<file path="config.mk">
export PLATFORM = sky130hd
export DESIGN_NAME = tsr_top
export DESIGN_NICKNAME = d
export VERILOG_FILES = /design/src/inc/tsr_pkg.sv /design/src/rtl/tsr_sync.sv /design/src/rtl/tsr_top.sv
export SDC_FILE = /design/constraint.sdc
export NUM_CORES = 1
export LEC_CHECK = 0
export BUFFER_PORTS_ARGS = -buffer_cell sky130_fd_sc_hd__buf_2
export CAP_MARGIN = 10
export CORE_ASPECT_RATIO = 0.8
export CORE_MARGIN = 2
export CORE_UTILIZATION = 36
export CTS_CLUSTER_DIAMETER = 80
export DETAILED_ROUTE_END_ITERATION = 10
export MAX_ROUTING_LAYER = met4
export PLACE_DENSITY = 0.54
export SYNTH_ARGS = -nofsm -noshare
export SYNTH_HDL_FRONTEND = slang
export SYNTH_HIERARCHICAL = 1
export SYNTH_SLANG_ARGS = --single-unit
</file>
<file path="constraint.sdc">
create_clock -name CLK_I -period 3.65 [get_ports CLK_I]
set_input_delay 1.095 -clock CLK_I [delete_from_list [all_inputs] [get_ports CLK_I]]
set_output_delay 1.095 -clock CLK_I [all_outputs]
set_load 0.05 [all_outputs]
</file>
<file path="src/inc/tsr_pkg.sv">
// Purpose: shared constants for the temperature sensor register and alert block
// Assumes: 125 MHz core clock, 8-bit command and data bytes
// Notes: raw converter words are signed quarter degrees
package tsr_pkg;

	// clock and timing
	localparam int CLK_HZ = 125_000_000;
	localparam int CONV_TIME_MS = 125;
	localparam int RATE_STEP_MS = 125;
	localparam int CONV_CYCLES_DFLT = (CLK_HZ / 1000) * CONV_TIME_MS;
	localparam int STEP_CYCLES_DFLT = (CLK_HZ / 1000) * RATE_STEP_MS;
	localparam int STRAP_WAIT = 2;

	// command codes
	localparam logic [7:0] CMD_RD_LOCAL = 8'h00;
	localparam logic [7:0] CMD_RD_REMOTE = 8'h01;
	localparam logic [7:0] CMD_RD_STATUS = 8'h02;
	localparam logic [7:0] CMD_RD_CONFIG = 8'h03;
	localparam logic [7:0] CMD_RD_RATE = 8'h04;
	localparam logic [7:0] CMD_RD_LHIGH = 8'h05;
	localparam logic [7:0] CMD_RD_LLOW = 8'h06;
	localparam logic [7:0] CMD_RD_RHIGH = 8'h07;
	localparam logic [7:0] CMD_RD_RLOW = 8'h08;
	localparam logic [7:0] CMD_WR_CONFIG = 8'h09;
	localparam logic [7:0] CMD_WR_RATE = 8'h0a;
	localparam logic [7:0] CMD_WR_LHIGH = 8'h0b;
	localparam logic [7:0] CMD_WR_LLOW = 8'h0c;
	localparam logic [7:0] CMD_WR_RHIGH = 8'h0d;
	localparam logic [7:0] CMD_WR_RLOW = 8'h0e;
	localparam logic [7:0] CMD_ONESHOT = 8'h0f;
	localparam logic [7:0] CMD_SW_RESET = 8'hfc;
	localparam logic [7:0] CMD_RD_MAKER = 8'hfe;
	localparam logic [7:0] CMD_RD_PART = 8'hff;
	localparam logic [6:0] ALERT_RESP_ADDR = 7'h0c;

	// reset values and temperature codes
	localparam logic [7:0] PTR_RST = 8'h00;
	localparam logic [7:0] TEMP_RST = 8'h00;
	localparam logic [7:0] RATE_RST = 8'h00;
	localparam logic [7:0] HIGH_LIM_RST = 8'h7f;
	localparam logic [7:0] LOW_LIM_RST = 8'hc9;
	localparam logic [7:0] TEMP_MAX = 8'h7f;
	localparam logic [7:0] TEMP_MIN = 8'hbf;
	localparam logic [7:0] TEMP_ZERO = 8'h00;
	localparam int TEMP_HI_INT = 127;
	localparam int TEMP_LO_INT = -65;

	// config and status fields
	localparam int CFG_MASK_BIT = 7;
	localparam int CFG_STOP_BIT = 6;
	localparam logic [5:0] CFG_LOW_READ = 6'h0f;
	localparam logic [1:0] STAT_LOW_READ = 2'h0;
	localparam int RATE_SEL_W = 3;
	localparam logic [7:0] RATE_SLOWEST = 8'h80;

	// converter word format
	localparam int RAW_W = 12;
	localparam int FRAC_W = 2;
	localparam logic [RAW_W:0] RAW_HALF = 13'h0002;

	// positions in the synchronised input vector
	localparam int SY_SCL = 0;
	localparam int SY_SDA = 1;
	localparam int SY_STANDBY_N = 2;
	localparam int SY_OPEN = 3;
	localparam int SY_SHORT_LO = 4;
	localparam int SY_SHORT_HI = 5;
	localparam int SY_STRAP = 6;
	localparam int SY_LOCAL = 13;
	localparam int SY_REMOTE = 25;
	localparam int SY_W = 37;

	// serial slave states
	typedef enum logic [2:0] {S_IDLE, S_ADDR, S_CMD, S_WDAT, S_ACK, S_RDAT, S_RACK, S_IGNORE} tsr_state_t;

endpackage

</file>
<file path="src/rtl/tsr_sync.sv">
// Purpose: two-stage synchroniser with edge flags for pin inputs
// Assumes: inputs are asynchronous to CLK_I
// Notes: edges are taken from the second stage only
`timescale 1ns/1ns
module tsr_sync #(
	parameter int W = 1
)
(
	// clock and reset
	input wire logic clk_i,
	input wire logic rst_i,
	// pins in
	input wire logic [W-1:0] async_i,
	// synchronised level and edges
	output logic [W-1:0] level_o,
	output logic [W-1:0] rise_o,
	output logic [W-1:0] fall_o
);
	genvar g;

	generate
		for (g = 0; g < W; g++)
		begin : g_bit
			logic meta;
			logic stable;
			logic prev;
			// meta feeds only stable, never any gate
			always_ff @(posedge clk_i)
			begin
				if (rst_i)
				begin
					meta <= 1'b0;
					stable <= 1'b0;
					prev <= 1'b0;
				end
				else
				begin
					meta <= async_i[g];
					stable <= meta;
					prev <= stable;
				end
			end
			assign level_o[g] = stable;
			assign rise_o[g] = stable & ~prev;
			assign fall_o[g] = ~stable & prev;
		end
	endgenerate

endmodule // tsr_sync

</file>
<file path="src/rtl/tsr_top.sv">
// Purpose: registers, conversion sequencing and latched alert of a two-channel temperature sensor
// Assumes: serial bus pins oversampled by CLK_I; converter results ready as signed quarter degrees
// Notes: pins pass through tsr_sync before use
// Contract
// - results are 8-bit signed whole degrees, clamped to +127 and -65
// - four limits per channel pair; reaching or passing a limit raises alert
// - high limits reset to 7f, low limits reset to c9
// - open-diode detector is sampled at each conversion start into status
// - no diode fault is reported before the first conversion starts
// - remote shorted low reads zero
// - remote shorted to supply reads +127 on both channels and alarms
// - alert is latched and cleared only by a good alert response read, a hardware reset or a software reset
// - limit hits on both channels and open diode set the alert latch
// - alert does not stop automatic conversions or register reads
// - alert can be raised at most once per conversion
// - host reads alert response address; alerting devices reply with their address
// - alert reply byte is own strapped address then a one bit
// - lost arbitration gives up the bus, keeps alert low
// - command byte selects register, one-shot, software reset or identity
// - command pointer resets to zero so plain reads return local temperature
// - temperature registers reset to zero and stay so in hardware standby
// - one-shot in software standby converts once then stays in standby
// - one-shot during a running conversion is ignored
// - one-shot between automatic conversions starts one and restarts the rate timer
// - config reads back with low six bits forced to 001111
// - config bit 7 masks all alert assertions
// - config bit 6 halts conversion at once and holds standby
`timescale 1ns/1ns
module tsr_top
	import tsr_pkg::*;
#(
	parameter int CONV_CYCLES = CONV_CYCLES_DFLT,
	parameter int STEP_CYCLES = STEP_CYCLES_DFLT,
	parameter logic [7:0] MAKER_ID = 8'h5a, // value is arbitrary
	parameter logic [7:0] PART_ID = 8'h3c // value is arbitrary
)
(
	// clock and reset
	input wire logic CLK_I,
	input wire logic RESET_I,
	// serial bus pins
	input wire logic SMB_CLK_I,
	input wire logic SMB_DATA_I,
	output logic SMB_DATA_O,
	output logic SMB_DATA_OE_N_O,
	// open-drain alert pin
	output logic ALERT_O,
	output logic ALERT_OE_N_O,
	// straps and standby pin
	input wire logic [6:0] ADDR_STRAP_I,
	input wire logic HARDWARE_STANDBY_PIN_N_I,
	// converter front end
	input wire logic [RAW_W-1:0] LOCAL_RAW_I,
	input wire logic [RAW_W-1:0] REMOTE_RAW_I,
	input wire logic REMOTE_DIODE_OPEN_I,
	input wire logic REMOTE_SHORT_LOW_I,
	input wire logic REMOTE_SHORT_SUPPLY_I
);
	localparam int CW = $clog2(CONV_CYCLES + 1);
	localparam int SW = $clog2(STEP_CYCLES + 1);

	logic [SY_W-1:0] syn_raw;
	logic [SY_W-1:0] syn;
	logic [SY_W-1:0] syn_rise;
	logic [SY_W-1:0] syn_fall;
	logic scl, sda, scl_rise, scl_fall, start_cond, stop_cond;
	logic standby_n, open_s, short_lo, short_hi;
	logic soft_por, rst, pin_low;
	logic [1:0] strap_cnt;
	logic [6:0] own_addr;
	tsr_state_t state, ack_next;
	logic [2:0] bit_cnt;
	logic [7:0] rx, tx, byte_in, rd_byte, reg_rd, pointer;
	logic oe_n, ack_phase, ara, last_rise, addr_hit, lost;
	logic cmd_take, data_take, tx_done;
	logic [1:0] cfg;
	logic [7:0] rate, loc_temp, rem_temp, loc_high, loc_low, rem_high, rem_low;
	logic [4:0] flags, flag_set, flag_clr;
	logic [3:0] hits;
	logic alert_n, alert_set, alert_clr;
	logic busy, due, open_seen, auto_mode, abort, os_start, conv_start, conv_done, step_tick;
	logic [CW-1:0] conv_cnt;
	logic [SW-1:0] step_cnt;
	logic [7:0] units, interval;
	logic [7:0] loc_new, rem_new;

	// round half up to whole degrees and clamp
	function automatic logic [7:0] to_deg(input logic [RAW_W-1:0] raw);
		logic [RAW_W:0] sum;
		logic signed [RAW_W-FRAC_W:0] deg;
		sum = {raw[RAW_W-1], raw} + RAW_HALF;
		deg = $signed(sum[RAW_W:FRAC_W]);
		if (int'(deg) > TEMP_HI_INT)
			return TEMP_MAX;
		else if (int'(deg) < TEMP_LO_INT)
			return TEMP_MIN;
		else
			return deg[7:0];
	endfunction

	// every pin is synchronised before use
	assign syn_raw = {REMOTE_RAW_I, LOCAL_RAW_I, ADDR_STRAP_I, REMOTE_SHORT_SUPPLY_I, REMOTE_SHORT_LOW_I,
		REMOTE_DIODE_OPEN_I, HARDWARE_STANDBY_PIN_N_I, SMB_DATA_I, SMB_CLK_I};

	tsr_sync #(
		.W(SY_W)
	) u_sync (
		.clk_i(CLK_I),
		.rst_i(RESET_I),
		.async_i(syn_raw),
		.level_o(syn),
		.rise_o(syn_rise),
		.fall_o(syn_fall)
	);

	// decoded pin levels and bus conditions
	assign scl = syn[SY_SCL];
	assign sda = syn[SY_SDA];
	assign scl_rise = syn_rise[SY_SCL];
	assign scl_fall = syn_fall[SY_SCL];
	assign start_cond = scl & syn_fall[SY_SDA];
	assign stop_cond = scl & syn_rise[SY_SDA];
	assign standby_n = syn[SY_STANDBY_N];
	assign open_s = syn[SY_OPEN];
	assign short_lo = syn[SY_SHORT_LO];
	assign short_hi = syn[SY_SHORT_HI];

	// software reset restores register state, not the bus engine
	assign rst = RESET_I | soft_por;

	always_ff @(posedge CLK_I)
	begin
		if (RESET_I)
			soft_por <= 1'b0;
		else
			soft_por <= cmd_take && (byte_in == CMD_SW_RESET);
	end

	// pins only ever pull low
	always_ff @(posedge CLK_I)
	begin
		pin_low <= 1'b0;
	end
	assign SMB_DATA_O = pin_low;
	assign ALERT_O = pin_low;
	assign SMB_DATA_OE_N_O = oe_n;
	assign ALERT_OE_N_O = alert_n;

	// strap is caught after release, once the synchroniser has settled
	always_ff @(posedge CLK_I)
	begin
		if (RESET_I)
		begin
			strap_cnt <= 2'h0;
			own_addr <= 7'h00;
		end
		else if (strap_cnt != 2'(STRAP_WAIT + 1))
		begin
			strap_cnt <= strap_cnt + 2'h1;
			if (strap_cnt == 2'(STRAP_WAIT))
				own_addr <= syn[SY_STRAP +: 7];
		end
	end

	// byte-level decode of the serial engine
	assign byte_in = {rx[6:0], sda};
	assign last_rise = scl_rise && (bit_cnt == 3'h7);
	// answer alert response only while pending
	assign addr_hit = (byte_in[7:1] == own_addr) || ((byte_in[7:1] == ALERT_RESP_ADDR) && byte_in[0] && !alert_n);
	// released one read back low loses
	assign lost = ara && tx[7] && !sda;
	assign cmd_take = (state == S_CMD) && last_rise;
	assign data_take = (state == S_WDAT) && last_rise;
	assign tx_done = (state == S_RDAT) && last_rise && !lost;
	// reply is own address with a one
	assign rd_byte = ara ? {own_addr, 1'b1} : reg_rd;

	// serial slave engine, sampling on clock rise and driving after fall
	always_ff @(posedge CLK_I)
	begin
		if (RESET_I)
		begin
			state <= S_IDLE;
			ack_next <= S_IDLE;
			bit_cnt <= 3'h0;
			rx <= 8'h00;
			tx <= 8'h00;
			oe_n <= 1'b1;
			ack_phase <= 1'b0;
			ara <= 1'b0;
		end
		else if (stop_cond)
		begin
			state <= S_IDLE;
			oe_n <= 1'b1;
		end
		else if (start_cond)
		begin
			state <= S_ADDR;
			bit_cnt <= 3'h0;
			oe_n <= 1'b1;
			ack_phase <= 1'b0;
		end
		else
		begin
			unique case (state)
				S_IDLE, S_IGNORE:
				begin
				end
				S_ADDR, S_CMD, S_WDAT:
				if (scl_rise)
				begin
					rx <= byte_in;
					bit_cnt <= bit_cnt + 3'h1;
					if (last_rise)
					begin
						state <= S_ACK;
						ack_next <= S_WDAT;
						if (state == S_ADDR)
						begin
							ara <= byte_in[7:1] == ALERT_RESP_ADDR;
							ack_next <= byte_in[0] ? S_RDAT : S_CMD;
							if (!addr_hit)
								state <= S_IGNORE;
						end
					end
				end
				S_ACK:
				if (scl_fall)
				begin
					ack_phase <= !ack_phase;
					oe_n <= ack_phase;
					if (ack_phase)
					begin
						state <= ack_next;
						bit_cnt <= 3'h0;
						if (ack_next == S_RDAT)
						begin
							tx <= rd_byte;
							oe_n <= rd_byte[7];
						end
					end
				end
				S_RDAT:
				if (scl_rise)
				begin
					if (lost)
					begin
						state <= S_IGNORE;
						oe_n <= 1'b1;
					end
					else
					begin
						bit_cnt <= bit_cnt + 3'h1;
						if (last_rise)
						begin
							state <= S_RACK;
							ack_phase <= 1'b0;
						end
					end
				end
				else if (scl_fall)
				begin
					tx <= {tx[6:0], 1'b0};
					oe_n <= tx[6];
				end
				S_RACK:
				if (scl_fall && !ack_phase)
				begin
					oe_n <= 1'b1;
					ack_phase <= 1'b1;
				end
				else if (scl_rise && ack_phase && sda)
					state <= S_IGNORE; // master nack ends the read
				else if (scl_fall && ack_phase)
				begin
					state <= S_RDAT;
					ack_phase <= 1'b0;
					bit_cnt <= 3'h0;
					tx <= rd_byte;
					oe_n <= rd_byte[7];
				end
			endcase
		end
	end

	always_ff @(posedge CLK_I)
	begin
		if (rst)
			pointer <= PTR_RST;
		else if (cmd_take)
			pointer <= byte_in;
	end

	always_ff @(posedge CLK_I)
	begin
		if (rst)
		begin
			cfg <= 2'h0;
			rate <= RATE_RST;
			loc_high <= HIGH_LIM_RST;
			loc_low <= LOW_LIM_RST;
			rem_high <= HIGH_LIM_RST;
			rem_low <= LOW_LIM_RST;
		end
		else if (data_take)
		begin
			unique case (pointer)
				CMD_WR_CONFIG: cfg <= byte_in[CFG_MASK_BIT:CFG_STOP_BIT];
				CMD_WR_RATE: rate <= byte_in;
				CMD_WR_LHIGH: loc_high <= byte_in;
				CMD_WR_LLOW: loc_low <= byte_in;
				CMD_WR_RHIGH: rem_high <= byte_in;
				CMD_WR_RLOW: rem_low <= byte_in;
				default:
				begin
				end
			endcase
		end
	end

	// read mux, unknown codes read zero
	always_comb
	begin
		unique case (pointer)
			CMD_RD_LOCAL: reg_rd = loc_temp;
			CMD_RD_REMOTE: reg_rd = rem_temp;
			CMD_RD_STATUS: reg_rd = {busy, flags, STAT_LOW_READ};
			CMD_RD_CONFIG: reg_rd = {cfg, CFG_LOW_READ};
			CMD_RD_RATE: reg_rd = rate;
			CMD_RD_LHIGH: reg_rd = loc_high;
			CMD_RD_LLOW: reg_rd = loc_low;
			CMD_RD_RHIGH: reg_rd = rem_high;
			CMD_RD_RLOW: reg_rd = rem_low;
			CMD_RD_MAKER: reg_rd = MAKER_ID;
			CMD_RD_PART: reg_rd = PART_ID;
			default: reg_rd = 8'h00;
		endcase
	end

	// stop bit or standby pin halts conversion
	assign auto_mode = !cfg[CFG_STOP_BIT - CFG_STOP_BIT] && standby_n;
	assign abort = !standby_n || (data_take && (pointer == CMD_WR_CONFIG) && byte_in[CFG_STOP_BIT]);
	assign os_start = cmd_take && (byte_in == CMD_ONESHOT) && !busy && standby_n;
	// alert plays no part in starting
	assign conv_start = (os_start || (auto_mode && due && !busy)) && !abort;
	assign conv_done = busy && (conv_cnt == CW'(CONV_CYCLES - 1)) && !abort;

	// one-shot runs once, standby holds afterwards
	always_ff @(posedge CLK_I)
	begin
		if (rst)
		begin
			busy <= 1'b0;
			conv_cnt <= '0;
		end
		else if (abort || conv_done)
			busy <= 1'b0;
		else if (conv_start)
		begin
			busy <= 1'b1;
			conv_cnt <= '0;
		end
		else if (busy)
			conv_cnt <= conv_cnt + CW'(1);
	end

	// rate timer in eighth-second steps, keeps the long count narrow
	assign step_tick = step_cnt == SW'(STEP_CYCLES - 1);
	assign interval = RATE_SLOWEST >> rate[RATE_SEL_W-1:0];

	// any start restarts the rate timer
	always_ff @(posedge CLK_I)
	begin
		if (rst)
		begin
			step_cnt <= '0;
			units <= 8'h00;
			due <= 1'b1;
		end
		else if (conv_start || !auto_mode)
		begin
			step_cnt <= '0;
			units <= 8'h00;
			due <= !auto_mode;
		end
		else if (step_tick)
		begin
			step_cnt <= '0;
			units <= units + 8'h01;
			if (units == interval - 8'h01)
				due <= 1'b1;
		end
		else
			step_cnt <= step_cnt + SW'(1);
	end

	always_comb
	begin
		loc_new = short_hi ? TEMP_MAX : to_deg(syn[SY_LOCAL +: RAW_W]);
		rem_new = short_hi ? TEMP_MAX : (short_lo ? TEMP_ZERO : to_deg(syn[SY_REMOTE +: RAW_W]));
	end

	// results start at zero, written only by conversions
	always_ff @(posedge CLK_I)
	begin
		if (rst)
		begin
			loc_temp <= TEMP_RST;
			rem_temp <= TEMP_RST;
		end
		else if (conv_done)
		begin
			loc_temp <= loc_new;
			rem_temp <= rem_new;
		end
	end

	assign hits = {$signed(loc_new) >= $signed(loc_high), $signed(loc_new) <= $signed(loc_low),
		$signed(rem_new) >= $signed(rem_high), $signed(rem_new) <= $signed(rem_low)};

	// open detector taken at start only
	always_ff @(posedge CLK_I)
	begin
		if (rst)
			open_seen <= 1'b0;
		else if (conv_start)
			open_seen <= open_s;
	end

	// status flags cleared by a status read; a new hit wins over the clear
	assign flag_set = {conv_done ? hits : 4'h0, conv_start & open_s};
	assign flag_clr = (tx_done && !ara && (pointer == CMD_RD_STATUS)) ? 5'h1f : 5'h00;

	always_ff @(posedge CLK_I)
	begin
		if (rst)
			flags <= 5'h00;
		else
			flags <= (flags & ~flag_clr) | flag_set;
	end

	// one chance per conversion, masked by config
	assign alert_set = conv_done && !cfg[CFG_MASK_BIT - CFG_STOP_BIT] && ((|hits) || open_seen);
	// only a completed alert response read clears
	assign alert_clr = tx_done && ara;

	// latch kept when arbitration is lost
	always_ff @(posedge CLK_I)
	begin
		if (rst)
			alert_n <= 1'b1;
		else if (alert_set)
			alert_n <= 1'b0;
		else if (alert_clr)
			alert_n <= 1'b1;
	end

endmodule // tsr_top

</file>
==> metrics.csv, run 1 <==
metric,value,unit
routabilityCongestion,0.938,
fmax,0.289,GHz
wire_per_inst,16.7,µm
die_w,209,µm
syn2layout_area_growth,12.0,%
drt_iter0_markers,726,
drv_slew,0,
clk_pin_slew,0.06,ns
ioPinCount,43,
p_per_area,432,nW/µm²
routed_via_density,5.30,
gr-total-overflow,0,
required,4.09,ns
r2r_slack,0.19,ns
cts_buffers,26,
numPortBuffers,38,
dp_hpwl,21.5,mm
design_area,13600,µm²
rr_worst_depth,17,
setup_viol_count_final,0,
use_met1,0.266,
cap_violations,0,
synthCells,1418,
startpoint_type,register,
worstHoldPathCells,1,
diodes,0,
min_to,u_sync/g_bit[5].stable,
gr-max-usage-layer,met1,
critical_path_class,register to register,
finClkSkew,0.0190,ns
synth_area,12100,µm²
antenna_found_initial,0,
initial_core_util,0.363,
clock-sinks,240,
slew_headroom,0.468,
fin_crit_sh,0.947,
worstPathArrival,3.90,ns
grt_pass1_vias,9281,
path_max_fanout,6,
avgSynthCellArea,8.55,µm²
power.ir.vdd_worst,0.358,mV
regArea,4810,µm²
clk_latency,0.55,ns
min-delay-start,u_sync/g_bit[5].meta,
rows,60,
grt_max_degree,56,
multi_input_area,6540,µm²
finalWorstSetupSlack,0.192,ns
cts_tree,done,
hold_viol,0,
r2r_end,ALERT_OE_N_O,
grt_usage,0.183,
met2_usage,0.262,
cts-root-buf,clkbuf_16,
ant_nets,0,
dr.pass1.iters,5,
leakage,5.11,nW
cts_max_path_buffers,3,
cts_htree_levels,1,
dieHeight,168,µm
crit_path_end_kind,register,
worstMarginPinSlew,0.797,ns
cts.hold.buffers_added,0,
status,completed,
fillers,3378,
r2r-start,u_sync/g_bit[26].stable,
drc_errors,0,
vias,9869,
final.min_clock_period,3.46,ns
startpoint,u_sync/g_bit[26].stable,
wl,31.0,mm
num-nets-final,1487,
die-area,35200,µm²
core,33400,µm²
dpl_cell_area,12600,µm²
grt_use_met3,0.0285,
place_ws,0.0405,ns
grt_pass1_wl,50.8,mm
yosysWarnings,6,
layout-drive-gt1-share,0.121,
hold_class,register to register,
==> repair_timing <==
item	CTS	global route
setup endpoints to repair	0	2
buffers inserted	0	2
gates resized for setup	0	16
==> flip-flops by register name (all words and copies together), names as in the netlist, 24 cells and up <==
name,flops
u_sync/g_bit.meta,35
u_sync/g_bit.stable,35
step_cnt,24
conv_cnt,24
==> cell type report <==
class / instances / area share
multi-input combinational: 1003 / 0.482
sequential: 240 / 0.354
clock buffer: 34 / 0.0554
timing repair buffer: 85 / 0.0411
tap: 434 / 0.0400
inverter: 51 / 0.0141
clock inverter: 14 / 0.0137
==> worst max path at each step <==
stage | to | depth (start not counted)
2_1_floorplan | ALERT_OE_N_O | 17
4_1_cts | ALERT_OE_N_O | 16
3_5_place_dp | ALERT_OE_N_O | 16
6_report | ALERT_OE_N_O | 17
5_1_grt | ALERT_OE_N_O | 17
3_3_place_gp | ALERT_OE_N_O | 16
==> placed cells by master, fill, tap and decap left out, drive strengths merged, types with 8 or more instances in the layout <==
cell type / n
a21oi: 52
a22oi: 11
a31oi: 17
and2: 9
and3: 19
buf: 85
clkbuf: 34
dfxtp: 240
ha: 41
inv: 51
mux2i: 62
nand2: 107
nand3: 59
nand4: 37
nor2: 151
nor2b: 94
nor3: 24
nor4: 26
o211ai: 20
o21ai: 47
or3: 8
xnor2: 35
xor2: 31
==> power breakdown <==
group          switching (W)  internal (W)  total (W)  leakage, nW
logic               0.000178      0.000135   0.000313         2.71
clock network        0.00113       0.00174    0.00286        0.448
registers          0.0000285       0.00266    0.00269         1.95
==> metrics by stage <==
step | power (W) | instances | utilization | setup TNS (ns) | hold slack [ns]
6_report | 0.00587 | 1861 | 0.406 | 0 | 0.420
5_1_grt | 0.00610 | 1861 | 0.406 | -0.0324 | 0.442
4_1_cts | 0.00594 | 1859 | 0.404 | 0 | 0.424
3_5_place_dp | 0.00306 | 1811 | 0.376 | 0 | 0.420
3_3_place_gp | 0.00305 | 1811 | 0.376 | 0 | 0.420
2_1_floorplan | 0.00298 | 1419 | - | 0 | 0.414
==> worst max-delay path, cell delays in order (launching register included) <==
cell	delay [ns]
dfxtp_2	0.38
ha_4	0.17
and2_4	0.15
nand4_1	0.13
xor2_1	0.19
o311a_1	0.35
nor3_2	0.17
buf_4	0.16
a21oi_1	0.10
ha_1	0.35
nand4_1	0.17
o221ai_1	0.19
o21ai_0	0.11
nor2_1	0.14
buf_4	0.15
nor4_2	0.04
buf_4	0.14
a211o_1	0.28
==> metal layers <==
metal	up-vias	wire length, µm
li1	4944	-
met1	4642	16000
met2	235	12600
met3	48	1530
met4	0	807
met5	-	0
No activity file was read; power rests on OpenSTA's default activity.
==> run 2, diff against run 1 <==
--- a/config.mk
+++ b/config.mk
@@ -13,7 +13,7 @@
 export CTS_CLUSTER_DIAMETER = 80
 export DETAILED_ROUTE_END_ITERATION = 10
 export MAX_ROUTING_LAYER = met4
-export PLACE_DENSITY = 0.54
+export PLACE_DENSITY = 0.56
 export SYNTH_ARGS = -nofsm -noshare
 export SYNTH_HDL_FRONTEND = slang
 export SYNTH_HIERARCHICAL = 1
==> constraint.sdc (replaced) <==
create_clock -name CLK_I -period 2.9 [get_ports CLK_I]
set_input_delay 0.87 -clock CLK_I [delete_from_list [all_inputs] [get_ports CLK_I]]
set_output_delay 0.87 -clock CLK_I [all_outputs]
set_load 0.05 [all_outputs]
==> run 2 against run 1 <==
  * The run now ends with setup timing left
  * Setup slack got worse by 0.55 ns
  * Die area did not move
  * Fmax is 6.1% higher
  * Design area up 7.8%
  * Cell count is 4.5% higher
  * Register-to-register slack worse by 0.55 ns
  * Total power grew 28%
  * Non-clock buffer count rose by 84
==> metrics.csv, run 2 (synthesis gave the netlist of run 1 again) <==
metric,value,unit
status,"finished, violations left",
violations,setup timing,
cts_buffers,26,
critical_path_class,register to register,
ant_nets,0,
layout_commonest_cell,dfxtp_1,
num-nets-final,1571,
clk_pin_slew,0.06,ns
die_w,209,µm
syn2layout_area_growth,20.7,%
cts_max_path_buffers,3,
min_to,u_sync/g_bit[24].stable,
min-delay-start,u_sync/g_bit[24].meta,
design_area,14600,µm²
power,0.00753,W
final_cell_mix,"236 x dfxtp_1, 146 x nor2_1, 125 x buf_4, 102 x nand2_1, 92 x nor2b_1",
crit_path_top_delay_cell,o311a_1,
vias,10300,
cap_violations,0,
worstHoldPathCells,1,
slew_headroom,0.459,
r2r-start,u_sync/g_bit[26].stable,
setup_viol_count_final,4,
critPathMaxStageDelay,0.42,ns
drt_iter0_markers,939,
r2r_end,ALERT_OE_N_O,
ioPinCount,43,
diodes,0,
worstPathArrival,3.70,ns
routabilityCongestion,0.923,
cp_cell_sequence,ha_4 -> buf_6 -> xnor2_4 -> nand4b_1 -> o311a_1 -> nor3_4 -> buf_4 -> a21oi_4 -> ha_4 -> nand4_1 -> o211ai_1 -> a31oi_2 -> nor2_2 -> nor4_4 -> a211o_1,
wire_per_inst,16.7,µm
dp_hpwl,23.0,mm
cts-root-buf,clkbuf_16,
gr-total-overflow,0,
core,33400,µm²
clock-sinks,240,
clk_latency,0.55,ns
numPortBuffers,38,
finClkSkew,0.0183,ns
grt_usage,0.188,
drv_slew,0,
layout-drive-gt1-share,0.199,
r2r_slack,-0.36,ns
leakage,5.58,nW
routed_via_density,5.31,
dpl_cell_area,13200,µm²
power.ir.vdd_worst,0.467,mV
rr_worst_depth,15,
antenna_found_initial,0,
place_ws,-0.557,ns
grt_max_degree,60,
worstMarginPinSlew,0.809,ns
fin_crit_sh,1.12,
top_regs,"u_sync/g_bit.meta: 35 flops, u_sync/g_bit.stable: 35 flops",
dr.pass1.iters,5,
initial_core_util,0.363,
drc_errors,0,
cts_tree,done,
p_per_area,515,nW/µm²
hold_class,register to register,
path_max_fanout,5,
hold_viol,0,
final.min_clock_period,3.26,ns
finalWorstSetupSlack,-0.358,ns
rows,60,
rsz0062_at_grt,yes,
critPathMostFrequentCell,ha_4,
required,3.34,ns
crit_path_end_kind,register,
dieHeight,168,µm
grt_pass1_wl,52.3,mm
fmax,0.307,GHz
cts_htree_levels,1,
tns,-0.880,ns
wl,32.4,mm
grt_pass1_vias,9810,
startpoint_type,register,
die-area,35200,µm²
run 2: cell types whose count changed in the layout (fill, tap and decap cells not counted), moves of 5 or more:
cell	previous run	this run
o21ai_0	42	37
nand2_1	107	102
buf_4	47	125
ha_4	1	13
ha_1	40	28
run 2: how the worst max path moves through the flow:
stage                                       start            to  slack, ns  cells past startpoint
after global routing      u_sync/g_bit[29].stable  ALERT_OE_N_O      -0.49                     14
final                     u_sync/g_bit[26].stable  ALERT_OE_N_O      -0.36                     15
after CTS                 u_sync/g_bit[27].stable  ALERT_OE_N_O      -0.32                     16
after detailed placement  u_sync/g_bit[26].stable  ALERT_OE_N_O      -0.56                     14
after floorplan           u_sync/g_bit[14].stable  ALERT_OE_N_O      -0.01                     17
after global placement    u_sync/g_bit[26].stable  ALERT_OE_N_O      -0.47                     14
run 2: power by group:
| group | total (W) | internal [W] | switching [W] |
|---|---|---|---|
| Sequential | 0.00338 | 0.00335 | 0.0000299 |
| Clock | 0.00360 | 0.00223 | 0.00137 |
| Combinational | 0.000550 | 0.000264 | 0.000286 |
| Total | 0.00753 | 0.00585 | 0.00168 |
run 2: cell type report:
| class | count | area [µm²] |
|---|---|---|
| multi-input cells | 1003 | 6930 |
| repair buffers | 169 | 1220 |
| flip-flops and latches | 240 | 4810 |
| fillers | 3285 | 18800 |
| well taps | 434 | 543 |
| clock inverters | 10 | 161 |
| clock buffers | 37 | 783 |
| inverters | 51 | 191 |
run 2: metal layers:
layer	part of all wire	vias to the layer above	GRT usage	wire, µm
li1	-	5123	-	-
met3	0.057	48	0.0300	1850
met2	0.43	234	0.281	14100
met4	0.019	0	0.0398	603
met5	0	-	-	0
met1	0.49	4925	0.267	15900
run 2: worst max-delay path: cells and delay by family (launching register included):
kind | cells | cell delay, ns
flip-flops | 1 | 0.33
adder cells (fa/ha/maj) | 2 | 0.48
buffers and inverters | 2 | 0.30
AND/OR/NAND/NOR | 5 | 0.85
XOR/XNOR | 1 | 0.12
AO/OA/AOI/OAI | 5 | 1.09
run 2: timing repair:
item | in CTS | in global routing
pin swaps | 16 | 23
hold buffers | 0 | 0
gates resized for setup | 28 | 40
setup endpoints to repair | 5 | 5
buffers inserted | 7 | 5
endpoints found under the hold margin | 0 | 0
run 2: through the flow:
stage               cells  utilization  hold WS, ns
floorplan            1419            -        0.414
global route         1944        0.438        0.444
CTS                  1939        0.429        0.431
global placement     1885        0.396        0.417
finish               1944        0.438        0.429
detailed placement   1885        0.396        0.422
